## config.mk

```make
export PLATFORM = sky130hd
export DESIGN_NAME = err_fifo
export DESIGN_NICKNAME = d
export VERILOG_FILES = /design/src/verilog/err_fifo.v
export VERILOG_INCLUDE_DIRS = /design/src /design/src/verilog
export SDC_FILE = /design/constraint.sdc
export NUM_CORES = 1
export LEC_CHECK = 0
export ABC_AREA = 1
export BUFFER_PORTS_ARGS = -buffer_cell sky130_fd_sc_hd__buf_2
export CAP_MARGIN = 25
export CORE_ASPECT_RATIO = 0.7
export CORE_MARGIN = 2
export CORE_UTILIZATION = 45
export DETAILED_ROUTE_END_ITERATION = 16
export GPL_ROUTABILITY_DRIVEN = 1
export GPL_TIMING_DRIVEN = 0
export SETUP_SLACK_MARGIN = 0.5
export SLEW_MARGIN = 20
export SYNTH_ARGS = -nofsm -noshare
export SYNTH_HDL_FRONTEND = slang
export SYNTH_SLANG_ARGS = --single-unit
```

## constraint.sdc

```tcl
create_clock -name mclk_in -period 3 [get_ports mclk_in]
set_clock_uncertainty 0.1 [all_clocks]
set_input_delay 0.6 -clock mclk_in [delete_from_list [all_inputs] [get_ports mclk_in]]
set_output_delay 0.6 -clock mclk_in [all_outputs]
set_load 0.01 [all_outputs]
```

## src/verilog/err_queue_regs.vh

```
`ifndef ERR_QUEUE_REGS_VH
`define ERR_QUEUE_REGS_VH
// ==========================================
// Queue geometry
`define EQ_DEPTH          20
`define EQ_PTR_W          5
`define EQ_CNT_W          5
`define EQ_CODE_W         16
`define EQ_MSG_MAX        80
// ==========================================
// Error codes (two's complement, 16 bit)
`define EC_NO_ERROR       16'h0000
`define EC_INVALID_CHAR   16'hFF9B
`define EC_SYNTAX         16'hFF9A
`define EC_SEPARATOR      16'hFF99
`define EC_PARAM_EXTRA    16'hFF94
`define EC_PARAM_MISSING  16'hFF93
`define EC_MNEM_LONG      16'hFF90
`define EC_UNDEF_HEADER   16'hFF8F
`define EC_NUM_CHAR       16'hFF87
`define EC_EXP_LARGE      16'hFF85
`define EC_DIGITS         16'hFF84
`define EC_NUM_NOT_OK     16'hFF80
`define EC_SUFFIX_BAD     16'hFF7D
`define EC_SUFFIX_NOT_OK  16'hFF76
`define EC_CHAR_NOT_OK    16'hFF6C
`define EC_STR_NOT_OK     16'hFF62
`define EC_BLOCK_BAD      16'hFF5F
`define EC_EXPR_FIRST     16'hFF56
`define EC_EXPR_LAST      16'hFF4E
`define EC_TRIG_IGNORED   16'hFF2D
`define EC_SETTINGS       16'hFF23
`define EC_TOO_MANY       16'hFEA2
// ==========================================
// Fault classes presented on fault_class_in
`define FC_INVALID_CHAR   5'h00
`define FC_SYNTAX         5'h01
`define FC_SEPARATOR      5'h02
`define FC_PARAM_EXTRA    5'h03
`define FC_PARAM_MISSING  5'h04
`define FC_UNDEF_HEADER   5'h05
`define FC_NUM_CHAR       5'h06
`define FC_NUM_NOT_OK     5'h07
`define FC_SUFFIX_BAD     5'h08
`define FC_SUFFIX_NOT_OK  5'h09
`define FC_CHAR_NOT_OK    5'h0A
`define FC_STR_NOT_OK     5'h0B
`define FC_EXPRESSION     5'h0C
// ==========================================
// Limits
`define LIM_MNEM_CHARS    8'h0C
`define LIM_EXPONENT      16'h7D00
`define LIM_DIGITS        9'h0FF
`define FUNC_SINE         2'h0
`define FUNC_SQUARE       2'h1
`define FUNC_TRI_RAMP     2'h2
`define FUNC_ARB          2'h3
// Frequencies in Hz, 32 bit; duty limits in percent, 7 bit
`define FMAX_SINE_SQ      32'h00E4E1C0
`define FMAX_TRI_RAMP     32'h000186A0
`define FMAX_ARB          32'h004C4B40
`define FM_MARGIN         32'h000186A0
`define DUTY_SPLIT_HZ     32'h004C4B40
`define DUTY_HI_MIN       7'h28
`define DUTY_HI_MAX       7'h3C
`define DUTY_LO_MIN       7'h14
`define DUTY_LO_MAX       7'h50
`endif

```

## src/verilog/err_fifo.v

```verilog
`timescale 1ns/1ps
`include "err_queue_regs.vh"
// ==========================================
// Error queue storage with overflow marker
module err_fifo (
  input  wire                  mclk_in,   // System clock
  input  wire                  rst_n_in,  // Async reset, active low
  input  wire                  clr_in,    // Empty the queue
  input  wire                  push_in,   // Log one code
  input  wire [`EQ_CODE_W-1:0] code_in,   // Code to log
  input  wire                  pop_in,    // Remove oldest entry
  output wire [`EQ_CODE_W-1:0] head_out,  // Oldest entry or zero
  output wire [`EQ_CNT_W:0]    count_out, // Entries held
  output wire                  full_out   // Overflow marker stored
);
  reg [`EQ_CODE_W-1:0] mem_q [0:`EQ_DEPTH-1];
  reg [`EQ_PTR_W-1:0]  rd_q;
  reg [`EQ_PTR_W-1:0]  wr_q;
  reg [`EQ_CNT_W:0]    cnt_q;
  reg                  ovf_q;
  wire                 empty;
  wire                 do_pop;
  wire                 do_push;
  wire [`EQ_PTR_W-1:0] last;

  // Index of the highest slot, held at pointer width
  localparam [`EQ_PTR_W-1:0] LAST_SLOT = `EQ_DEPTH - 1;

  function [`EQ_PTR_W-1:0] inc;
    input [`EQ_PTR_W-1:0] p;
    begin
      inc = (p == LAST_SLOT) ? {`EQ_PTR_W{1'b0}} : p + 1'b1;
    end
  endfunction

  function [`EQ_PTR_W-1:0] dec;
    input [`EQ_PTR_W-1:0] p;
    begin
      dec = (p == {`EQ_PTR_W{1'b0}}) ? LAST_SLOT : p - 1'b1;
    end
  endfunction

  assign empty     = (cnt_q == 0);
  assign do_pop    = pop_in && !empty;
  assign last      = dec(wr_q);
  assign do_push   = push_in && !ovf_q;
  assign head_out  = empty ? `EC_NO_ERROR : mem_q[rd_q];
  assign count_out = cnt_q;
  assign full_out  = ovf_q;

  // ==========================================
  // Pointers, count and overflow replacement
  always @(posedge mclk_in or negedge rst_n_in) begin
    if (!rst_n_in) begin
      rd_q  <= {`EQ_PTR_W{1'b0}};
      wr_q  <= {`EQ_PTR_W{1'b0}};
      cnt_q <= {(`EQ_CNT_W+1){1'b0}};
      ovf_q <= 1'b0;
    end else if (clr_in) begin
      rd_q  <= {`EQ_PTR_W{1'b0}};
      wr_q  <= {`EQ_PTR_W{1'b0}};
      cnt_q <= {(`EQ_CNT_W+1){1'b0}};
      ovf_q <= 1'b0;
    end else begin
      if (do_pop)
        rd_q <= inc(rd_q);
      if (do_push && (cnt_q < `EQ_DEPTH || do_pop))
        wr_q <= inc(wr_q);
      if (do_push && cnt_q == `EQ_DEPTH && !do_pop)
        ovf_q <= 1'b1;
      else if (do_pop)
        ovf_q <= 1'b0;
      if (do_push && (cnt_q < `EQ_DEPTH || do_pop) && !do_pop)
        cnt_q <= cnt_q + 1'b1;
      else if (do_pop && !(do_push))
        cnt_q <= cnt_q - 1'b1;
    end
  end

  // ==========================================
  // Storage writes; overflow overwrites newest slot
  always @(posedge mclk_in) begin
    if (!clr_in && do_push) begin
      if (cnt_q == `EQ_DEPTH && !do_pop)
        mem_q[last] <= `EC_TOO_MANY;
      else
        mem_q[wr_q] <= code_in;
    end
  end
endmodule

```

==> results by group, run 1 <==
Status
  – Outcome: finished, violations left
  – Failing checks: negative setup slack

Layout
  – Util after Layout: 0.564
  – Fillers: 2583
  – Layout cell share with drive strength beyond 1: 0.259
  – Post-Layout Cell Count: 1764
  – Nets: 1348
  – Area grow syn2layout: 24.4%

Synth
  – Mean post-synth cell area: 11.9 µm²
  – Most frequent cell after synthesis: edfxtp_1
  – Post-synthesis sequential area ratio: 0.716
  – Synth cell count leaders: edfxtp_1 (320), nor2_1 (279), o21ai_0 (176)
  – Most area-consuming cells after synthesis: edfxtp_1 (69%), nor2_1 (7.5%), o21ai_0 (6.3%)
  – Yosys reg bits: 337
  – Mapped Cells: 1182
  – Fraction of registers with async set/reset: 0.0504
  – Top-area cell type share of the netlist area: 0.686
  – Ys Warns: 0
  – EDFF count, synth: 320
  – Synth Cell Area: 0.0140 mm²
  – Post-synth top area cell: edfxtp_1
  – Main synth FF type: edfxtp_1
  – Synthesized Nets: 1211
  – Synth unique cells: 35

STA
  – Headroom to the max-slew limit: 0.483
  – Period utilization: 1.05
  – Final count of pins violating max slew: 0
  – Post-route minimum period: 3.16 ns
  – Fmax: 316 MHz
  – Worst-Margin Slew: 0.774 ns
  – Hold Fails Final Rpt: 0
  – Final WS setup: -0.160 ns
  – Final setup vio count: 16
  – RSZ-0062 raised after global routing: yes

Clocking
  – CTS H-Tree Depth: 1
  – Clk slew on worst S/H paths: 0.07 ns
  – Skew-Pair Late Insertion Delay: 0.57 ns
  – Root buf cell: clkbuf_16
  – CTS tree: done
  – Total CTS buffers: 31
  – Num Clock Sinks: 337
  – Longest Clk Path Bufs: 3

Power
  – Worst VDD drop: 523 µV
  – LEAKAGE: 6.13 nW
  – Power, Total: 0.0137 W
  – P per Cell Area: 789 mW/mm²

Global routing
  – Number of global-route vias before repair: 9526
  – GR Overflow Total: 0
  – Initial antenna violation count: 5
  – Largest net degree at the start of global routing: 21
  – First-pass GRT wire length: 59500 µm
  – Total GRT Usage: 0.249

Worst hold path
  – Hold_sp: clr_in
  – Hold Crit Class: in -> reg

Critical path
  – Startpoint type of the worst setup path: register
  – Setup crit end kind: output pin
  – CP startpoint: rd_q[0]
  – Arrival time at the worst endpoint: 2.46 ns
  – Worst endpoint required time: 2.30 ns
  – Critical path class: reg -> out
  – R2R Path Start: count_out[1]
  – Worst-path maximum fanout: 8

Place
  – Hpwl dp: 25700 µm
  – Placed cells: 1663
  – Port bufs: 43
  – Placer Congestion: 0.865

Route
  – Vias per cell: 5.63
  – Wire per inst: 22.7 µm
  – # DRC: 0
  – Routed Antenna Nets: 0
  – Pre-Repair DR Iteration Count: 7
  – Via count: 9926
  – Initial DRC count: 986
  – WL final: 40100 µm

Die
  – Core ar.: 0.0309 mm²
  – Die Area: 0.0326 mm²
  – IO Pins: 44
  – Die Y: 152 µm
  – Die X: 215 µm
  – # rows: 54
  – Initial Utilization: 0.454

Run
  – Max cap viols: 0
==> path summary, 6_finish.rpt <==
check | end | slack (ns) | cells past startpoint
setup / recovery | head_out[3] | -0.16 | 11
hold / removal | rd_q[2] | 0.34 | 4
min in group asynchronous | wr_q[2] | 0.41 | 2
setup reg to reg | mem_q[0][12] | 0.57 | 12
max in group asynchronous | wr_q[1] | 2.04 | 2
hold reg to reg | count_out[0] | 0.48 | 1
==> through the flow <==
stage	hold slack (ns)	area, µm²	setup TNS, ns	setup slack (ns)
2_1_floorplan	0.204	14000	0	0.412
6_report	0.337	17400	-1.65	-0.160
5_1_grt	0.321	17400	-2.96	-0.242
3_5_place_dp	0.469	15000	-0.172	-0.0842
4_1_cts	0.325	17100	-1.06	-0.110
3_3_place_gp	0.466	14700	-126.10	-0.626
==> logic make-up (layout without fill, tap and decap cells) <==
kind of cell,after synthesis,in the layout,synth area share
AND/OR/NAND/NOR,446,446,0.131
flip-flops,337,337,0.716
AO/OA/AOI/OAI,282,282,0.110
buffers and inverters,104,265,0.0321
adder cells (fa/ha/maj),8,8,0.00768
XOR/XNOR,5,5,0.00313
other,0,1,0
==> layer usage <==
layer,GRT usage,up-vias,routed length [µm]
met2,0.394,389,18100
met4,0.0778,0,1370
met5,0,-,0
met1,0.357,4945,17500
li1,-,4514,-
met3,0.0419,78,3100
==> repair_timing <==
item	in CTS	in global routing
endpoints found under the setup margin	397	420
endpoints found under the hold margin	17	0
cloned	2	0
hold buffers	1	0
resized for setup	225	77
buffers inserted	32	8
pin swaps	43	30
==> flip-flops by register name, indices dropped and copies added, names as in the netlist <==
register	flops
count_out	6
wr_q	5
full_out	1
mem_q	320
rd_q	5
==> cell type report <==
cell class	count	area, µm²	area share
buffer	69	643	0.0369
antenna	1	2.50	0.000144
clock inverter	15	119	0.00682
multi-input combinational	741	4140	0.238
tap	420	526	0.0302
clock buffer	42	837	0.0481
timing repair buffer	104	968	0.0556
sequential	337	10000	0.576
inverter	35	143	0.00819
==> layout by cell type, fill, tap and decap left out, types with 6 or more instances in the layout <==
master / n
clkbuf_2: 15
nor2_1: 206
nor2_4: 42
nand3_4: 8
inv_1: 27
o21ai_0: 143
a21oi_1: 11
o22ai_2: 8
clkbuf_4: 11
nand2_4: 9
nand2_1: 96
edfxtp_1: 320
nor2_2: 39
buf_12: 20
buf_8: 12
clkinv_1: 8
clkbuf_16: 31
o22ai_1: 59
or2_2: 9
o21ai_1: 41
o211ai_1: 17
nand3_2: 6
dfrtp_1: 12
clkbuf_8: 8
buf_2: 48
nand3_1: 21
buf_4: 32
buf_6: 19
clkbuf_1: 15
==> power by group <==
group          leakage, nW  total, W  internal (W)  switching (W)
Clock                0.468   0.00382       0.00211        0.00170
Combinational         2.53   0.00451       0.00164        0.00287
Sequential            3.13   0.00541       0.00531       0.000105
==> worst max-delay path: stages, from the launching register on <==
cell and delay [ns]:
dfrtp_1 0.40, buf_6 0.16, buf_12 0.15, buf_12 0.14
buf_12 0.12, o21ai_0 0.19, o22ai_1 0.10, nor2_1 0.19
nor2_4 0.08, nor2_2 0.13, nor2_2 0.06, buf_2 0.14
No activity file was read; power rests on OpenSTA's default activity.
==> run 2: changes to the inputs <==
--- a/config.mk
+++ b/config.mk
@@ -11,10 +11,11 @@
 export CAP_MARGIN = 25
 export CORE_ASPECT_RATIO = 0.7
 export CORE_MARGIN = 2
-export CORE_UTILIZATION = 45
+export CORE_UTILIZATION = 62
 export DETAILED_ROUTE_END_ITERATION = 16
 export GPL_ROUTABILITY_DRIVEN = 1
 export GPL_TIMING_DRIVEN = 0
+export PLACE_DENSITY = 0.8
 export SETUP_SLACK_MARGIN = 0.5
 export SLEW_MARGIN = 20
 export SYNTH_ARGS = -nofsm -noshare
==> constraint.sdc (replaced) <==
create_clock -name mclk_in -period 3.62 [get_ports mclk_in]
set_clock_uncertainty 0.1 [all_clocks]
set_input_delay 0.724 -clock mclk_in [delete_from_list [all_inputs] [get_ports mclk_in]]
set_output_delay 0.724 -clock mclk_in [all_outputs]
set_load 0.01 [all_outputs]
==> run 2 against run 1 <==
Compared with the run above: the run now ends clean; setup slack gained 0.47 ns; non-clock buffer count decreased by 31; die area is 27% lower; clock-buffer cell count decreased by 2; sequential power decreased by 17%; utilization rose by 20 points; hold slack improved by 0.15 ns; highest routed layer is now met5.
==> results by group, run 2 (synthesis results as in run 1) <==
Power
  – P per Cell Area: 690 mW/mm²
  – LEAKAGE: 5.93 nW
  – Worst VDD drop: 592 µV

Global routing
  – Total GRT Usage: 0.328
  – Number of global-route vias before repair: 9864
  – GR Overflow Total: 0
  – First-pass GRT wire length: 57100 µm
  – Initial antenna violation count: 3
  – Largest net degree at the start of global routing: 21

Status
  – Outcome: finished clean

STA
  – Final Hold Slack: 0.485 ns
  – RSZ-0062 raised after global routing: yes
  – Post-route minimum period: 3.31 ns
  – Headroom to the max-slew limit: 0.339
  – Final setup vio count: 0
  – Period utilization: 0.913
  – Fmax: 303 MHz
  – Worst-Margin Slew: 0.990 ns
  – Setup TNS: 0 ns
  – Hold Fails Final Rpt: 0
  – Final count of pins violating max slew: 0
  – Final WS setup: 0.314 ns

Layout
  – Final Instance Area: 0.0167 mm²
  – Largest register FFs: 320
  – Nets: 1318
  – Util after Layout: 0.763
  – Area grow syn2layout: 19.4%
  – Largest Register: mem_q
  – Commonest cells after routing, fill and taps aside: edfxtp_1 (320), nor2_1 (210), o21ai_0 (150)
  – Fillers: 1272
  – Register area: 0.0100 mm²
  – Most common cell after layout, fill and taps aside: edfxtp_1
  – Antenna Cells: 0
  – Layout cell share with drive strength beyond 1: 0.232
  – Area of the multi-input gates: 0.00392 mm²

Clocking
  – Num Clock Sinks: 337
  – CTS H-Tree Depth: 1
  – CTS tree: done
  – Total CTS buffers: 31
  – Longest Clk Path Bufs: 3
  – Clk slew on worst S/H paths: 0.07 ns
  – Root buf cell: clkbuf_16
  – Skew-Pair Late Insertion Delay: 0.57 ns

Critical path
  – CP startpoint: rd_q[0]
  – Setup crit end kind: output pin
  – Critical path class: reg -> out
  – Worst endpoint required time: 2.80 ns
  – Worst-path maximum fanout: 8
  – Startpoint type of the worst setup path: register
  – Arrival time at the worst endpoint: 2.48 ns
  – R2R Path Start: count_out[0]

Die
  – # rows: 45
  – IO Pins: 44
  – Initial Utilization: 0.640
  – Core ar.: 0.0219 mm²
  – Die X: 184 µm
  – Die Area: 0.0238 mm²
  – Die Y: 130 µm

Place
  – Hpwl dp: 23900 µm
  – Dpl ws: 0.516 ns
  – Port bufs: 43
  – Post-DP Area: 0.0148 mm²
  – Placer Congestion: 0.943

Route
  – WL final: 38900 µm
  – Vias per cell: 6.50
  – Wire per inst: 24.3 µm
  – Initial DRC count: 1464
  – Routed Antenna Nets: 0
  – # DRC: 0
  – Via count: 10400
  – Pre-Repair DR Iteration Count: 5

Worst hold path
  – Hold_sp: full_out
  – Hold Crit Class: reg -> reg

Run
  – Max cap viols: 0
[run 2: changes by cell type in the layout (fill, tap and decap cells not counted), sizes merged]
cell	change
buf	-34
bufinv	+2
clkbuf	+1
clkinv	+1
diode	-1
inv	+1
[run 2: report_power, final]
| group | internal [W] | switching (W) | leakage [nW] |
|---|---|---|---|
| clock network | 0.00192 | 0.00143 | 0.509 |
| logic | 0.00131 | 0.00241 | 2.29 |
| registers | 0.00440 | 0.0000777 | 3.14 |
| total | 0.00762 | 0.00392 | 5.93 |
[run 2: cell type report]
class | count | share of cell area
sequential | 337 | 0.600
multi-input combinational | 741 | 0.235
clock buffer | 40 | 0.0502
buffer | 69 | 0.0383
timing repair buffer | 73 | 0.0349
tap | 282 | 0.0211
clock inverter | 18 | 0.0116
inverter | 35 | 0.00868
timing repair inverter | 1 | 0.000374
[run 2: worst max-delay path: stages, from the launching register on]
cell	delay [ns]
dfrtp_1	0.43
buf_12	0.17
buf_12	0.15
clkbuf_16	0.16
nor2_1	0.13
nor2_1	0.05
o21ai_0	0.09
o211ai_1	0.14
nand2_1	0.14
nor2_2	0.06
nor2_2	0.17
nor2_1	0.06
buf_2	0.14
[run 2: routing by layer]
layer / global-route usage / part of all wire
met3: 0.0723 / 0.13
met2: 0.514 / 0.46
met5: 0 / 0.00031
met4: 0.144 / 0.042
met1: 0.455 / 0.37
[run 2: metrics by stage]
stage | power [W] | instances
floorplan | 0.00635 | 1182
global placement | 0.00731 | 1507
detailed placement | 0.00742 | 1520
CTS | 0.0111 | 1591
global route | 0.0119 | 1596
finish | 0.0115 | 1596
[run 2: timing repair]
action | CTS | global route
endpoints found under the setup margin | 16 | 60
endpoints found under the hold margin | 5 | 0
buffers inserted | 9 | 4
gates resized for setup | 155 | 82
gates cloned | 3 | 1
hold buffers | 1 | 0
pin swaps | 26 | 37
[run 2: final timing paths]
path / to / slack [ns] / cells after the start
hold reg to reg: full_out / 0.49 / 2
setup / recovery: head_out[0] / 0.31 / 12
min in group asynchronous: wr_q[3] / 0.53 / 2
max in group asynchronous: count_out[1] / 2.57 / 2
hold / removal: full_out / 0.49 / 2
setup reg to reg: mem_q[5][12] / 0.73 / 9
==> run 3: changes to the inputs <==
--- a/config.mk
+++ b/config.mk
@@ -9,7 +9,7 @@
 export ABC_AREA = 1
 export BUFFER_PORTS_ARGS = -buffer_cell sky130_fd_sc_hd__buf_2
 export CAP_MARGIN = 25
-export CORE_ASPECT_RATIO = 0.7
+export CORE_ASPECT_RATIO = 1.5
 export CORE_MARGIN = 2
 export CORE_UTILIZATION = 62
 export DETAILED_ROUTE_END_ITERATION = 16
==> run 3 against run 2 <==
Compared with the run above: via count down 1.5%; routed wire length is 0.58% lower; total power down 0.44%; largest power group unchanged; first-iteration DRC count decreased by 5.8%; flip-flop and latch count did not move; critical endpoint is now head_out[14]; largest cell class unchanged.
==> results by group, run 3 (synthesis results as in run 1) <==
Status
  – Outcome: finished clean

Power
  – P per Cell Area: 700 mW/mm²
  – Sw frac: 0.330
  – Gate power share: 0.303
  – LEAKAGE: 5.85 nW
  – Sequential power share: 0.389
  – Cell-internal power: 0.00770 W
  – Worst VDD drop: 616 µV
  – P_sw: 0.00379 W
  – Clock Power Share: 0.308

STA
  – Fmax: 303 MHz
  – Final count of pins violating max slew: 0
  – Post-route minimum period: 3.30 ns
  – Final WS setup: 0.316 ns
  – Headroom to the max-slew limit: 0.316
  – Final setup vio count: 0
  – RSZ-0062 raised after global routing: yes
  – Final Hold Slack: 0.0148 ns
  – Worst-Margin Slew: 1.02 ns
  – Hold Fails Final Rpt: 0
  – Setup TNS: 0 ns
  – Period utilization: 0.913

Clocking
  – Root buf cell: clkbuf_16
  – Clk slew on worst S/H paths: 0.07 ns
  – Total CTS buffers: 28
  – CTS H-Tree Depth: 1
  – Num Clock Sinks: 337
  – Hold_buf cts: 0
  – Skew-Pair Late Insertion Delay: 0.54 ns
  – Longest Clk Path Bufs: 3
  – CTS tree: done

Die
  – Die Y: 188 µm
  – Core ar.: 0.0223 mm²
  – Die X: 127 µm
  – # rows: 67
  – Die Area: 0.0238 mm²
  – IO Pins: 44
  – Initial Utilization: 0.628

Critical path
  – Reg2reg end: mem_q[4][0]
  – Setup crit end kind: output pin
  – Reg2reg setup slack: 0.67 ns
  – Worst endpoint required time: 2.80 ns
  – Startpoint type of the worst setup path: register
  – Worst-path maximum fanout: 10
  – R2R depth: 9
  – Critical path class: reg -> out
  – R2R Path Start: count_out[0]
  – Arrival time at the worst endpoint: 2.48 ns

Global routing
  – Number of global-route vias before repair: 9927
  – Initial antenna violation count: 1
  – Largest net degree at the start of global routing: 21
  – First-pass GRT wire length: 57600 µm
  – GR Overflow Total: 0
  – Total GRT Usage: 0.325

Place
  – Dpl ws: 0.505 ns
  – Placer Congestion: 1.03
  – Port bufs: 43
  – Hpwl dp: 24400 µm

Route
  – Via count: 10200
  – WL final: 38600 µm
  – Routed Antenna Nets: 0
  – # DRC: 0
  – Vias per cell: 6.51
  – Initial DRC count: 1379
  – Pre-Repair DR Iteration Count: 5
  – Wire per inst: 24.6 µm

Run
  – Max cap viols: 0

Layout
  – Largest register FFs: 320
  – Commonest cells after routing, fill and taps aside: edfxtp_1 (320), nor2_1 (233), o21ai_0 (167)
  – Most common cell after layout, fill and taps aside: edfxtp_1
  – Util after Layout: 0.736
  – Largest Register: mem_q
  – Nets: 1301
  – Layout cell share with drive strength beyond 1: 0.204
  – Area grow syn2layout: 17.2%

Worst hold path
  – Hold Crit Class: in -> async
-- run 3: critical path, cell delays in order (launching register included) --
cell and delay, ns:
dfrtp_1 0.40, buf_12 0.17, buf_12 0.14, buf_6 0.15
nor2_1 0.06, nor2_1 0.08, o21ai_0 0.12, o211ai_1 0.14
nand2_1 0.13, nor2_2 0.17, nor2_1 0.08, nor2_2 0.15
buf_2 0.16
-- run 3: power by group through the flow --
stage	Clock (W)	Combinational (W)	Sequential [W]
6_report	0.00354	0.00348	0.00447
5_1_grt	0.00365	0.00368	0.00448
4_1_cts	0.00351	0.00328	0.00447
3_5_place_dp	0	0.00291	0.00455
3_3_place_gp	0	0.00280	0.00455
2_1_floorplan	0	0.00181	0.00454
-- run 3: worst max-delay path by stage --
stage | from | to | slack, ns | cells past startpoint
final | rd_q[0] | head_out[14] | 0.32 | 12
after global routing | rd_q[0] | head_out[9] | 0.27 | 12
after CTS | rd_q[0] | head_out[1] | 0.42 | 10
after detailed placement | rd_q[1] | head_out[6] | 0.51 | 11
after global placement | push_in | mem_q[11][7] | 0.11 | 10
after floorplan | push_in | mem_q[10][0] | 0.91 | 9
-- run 3: through the flow --
stage | power [W] | instances | cell area (µm²)
after floorplan | 0.00635 | 1182 | 14000
after global placement | 0.00734 | 1501 | 14600
after detailed placement | 0.00746 | 1512 | 14800
after CTS | 0.0113 | 1569 | 16300
after global routing | 0.0118 | 1570 | 16400
final | 0.0115 | 1571 | 16400
-- run 3: repair_timing --
| action | 4_1_cts | 5_1_grt |
|---|---|---|
| pin swaps | 12 | 6 |
| resized for setup | 133 | 20 |
| endpoints found under the setup margin | 16 | 32 |
| gates cloned | 2 | 1 |
| setup buffers | 3 | 0 |
-- run 3: per-layer routing --
metal,share of wire,vias to the layer above,track usage
li1,-,4409,-
met2,0.50,742,0.551
met3,0.10,158,0.0534
met5,0,-,0
met1,0.33,4913,0.399
met4,0.069,0,0.178
-- run 3: area by class of cell --
type / instances / area (µm²)
antenna: 1 / 2.50
multi-input combinational: 741 / 3760
tap: 276 / 345
sequential: 337 / 10000
inverter: 35 / 148
clock buffer: 32 / 747
timing repair buffer: 60 / 459
fill: 1329 / 5880
buffer: 69 / 578
clock inverter: 20 / 342
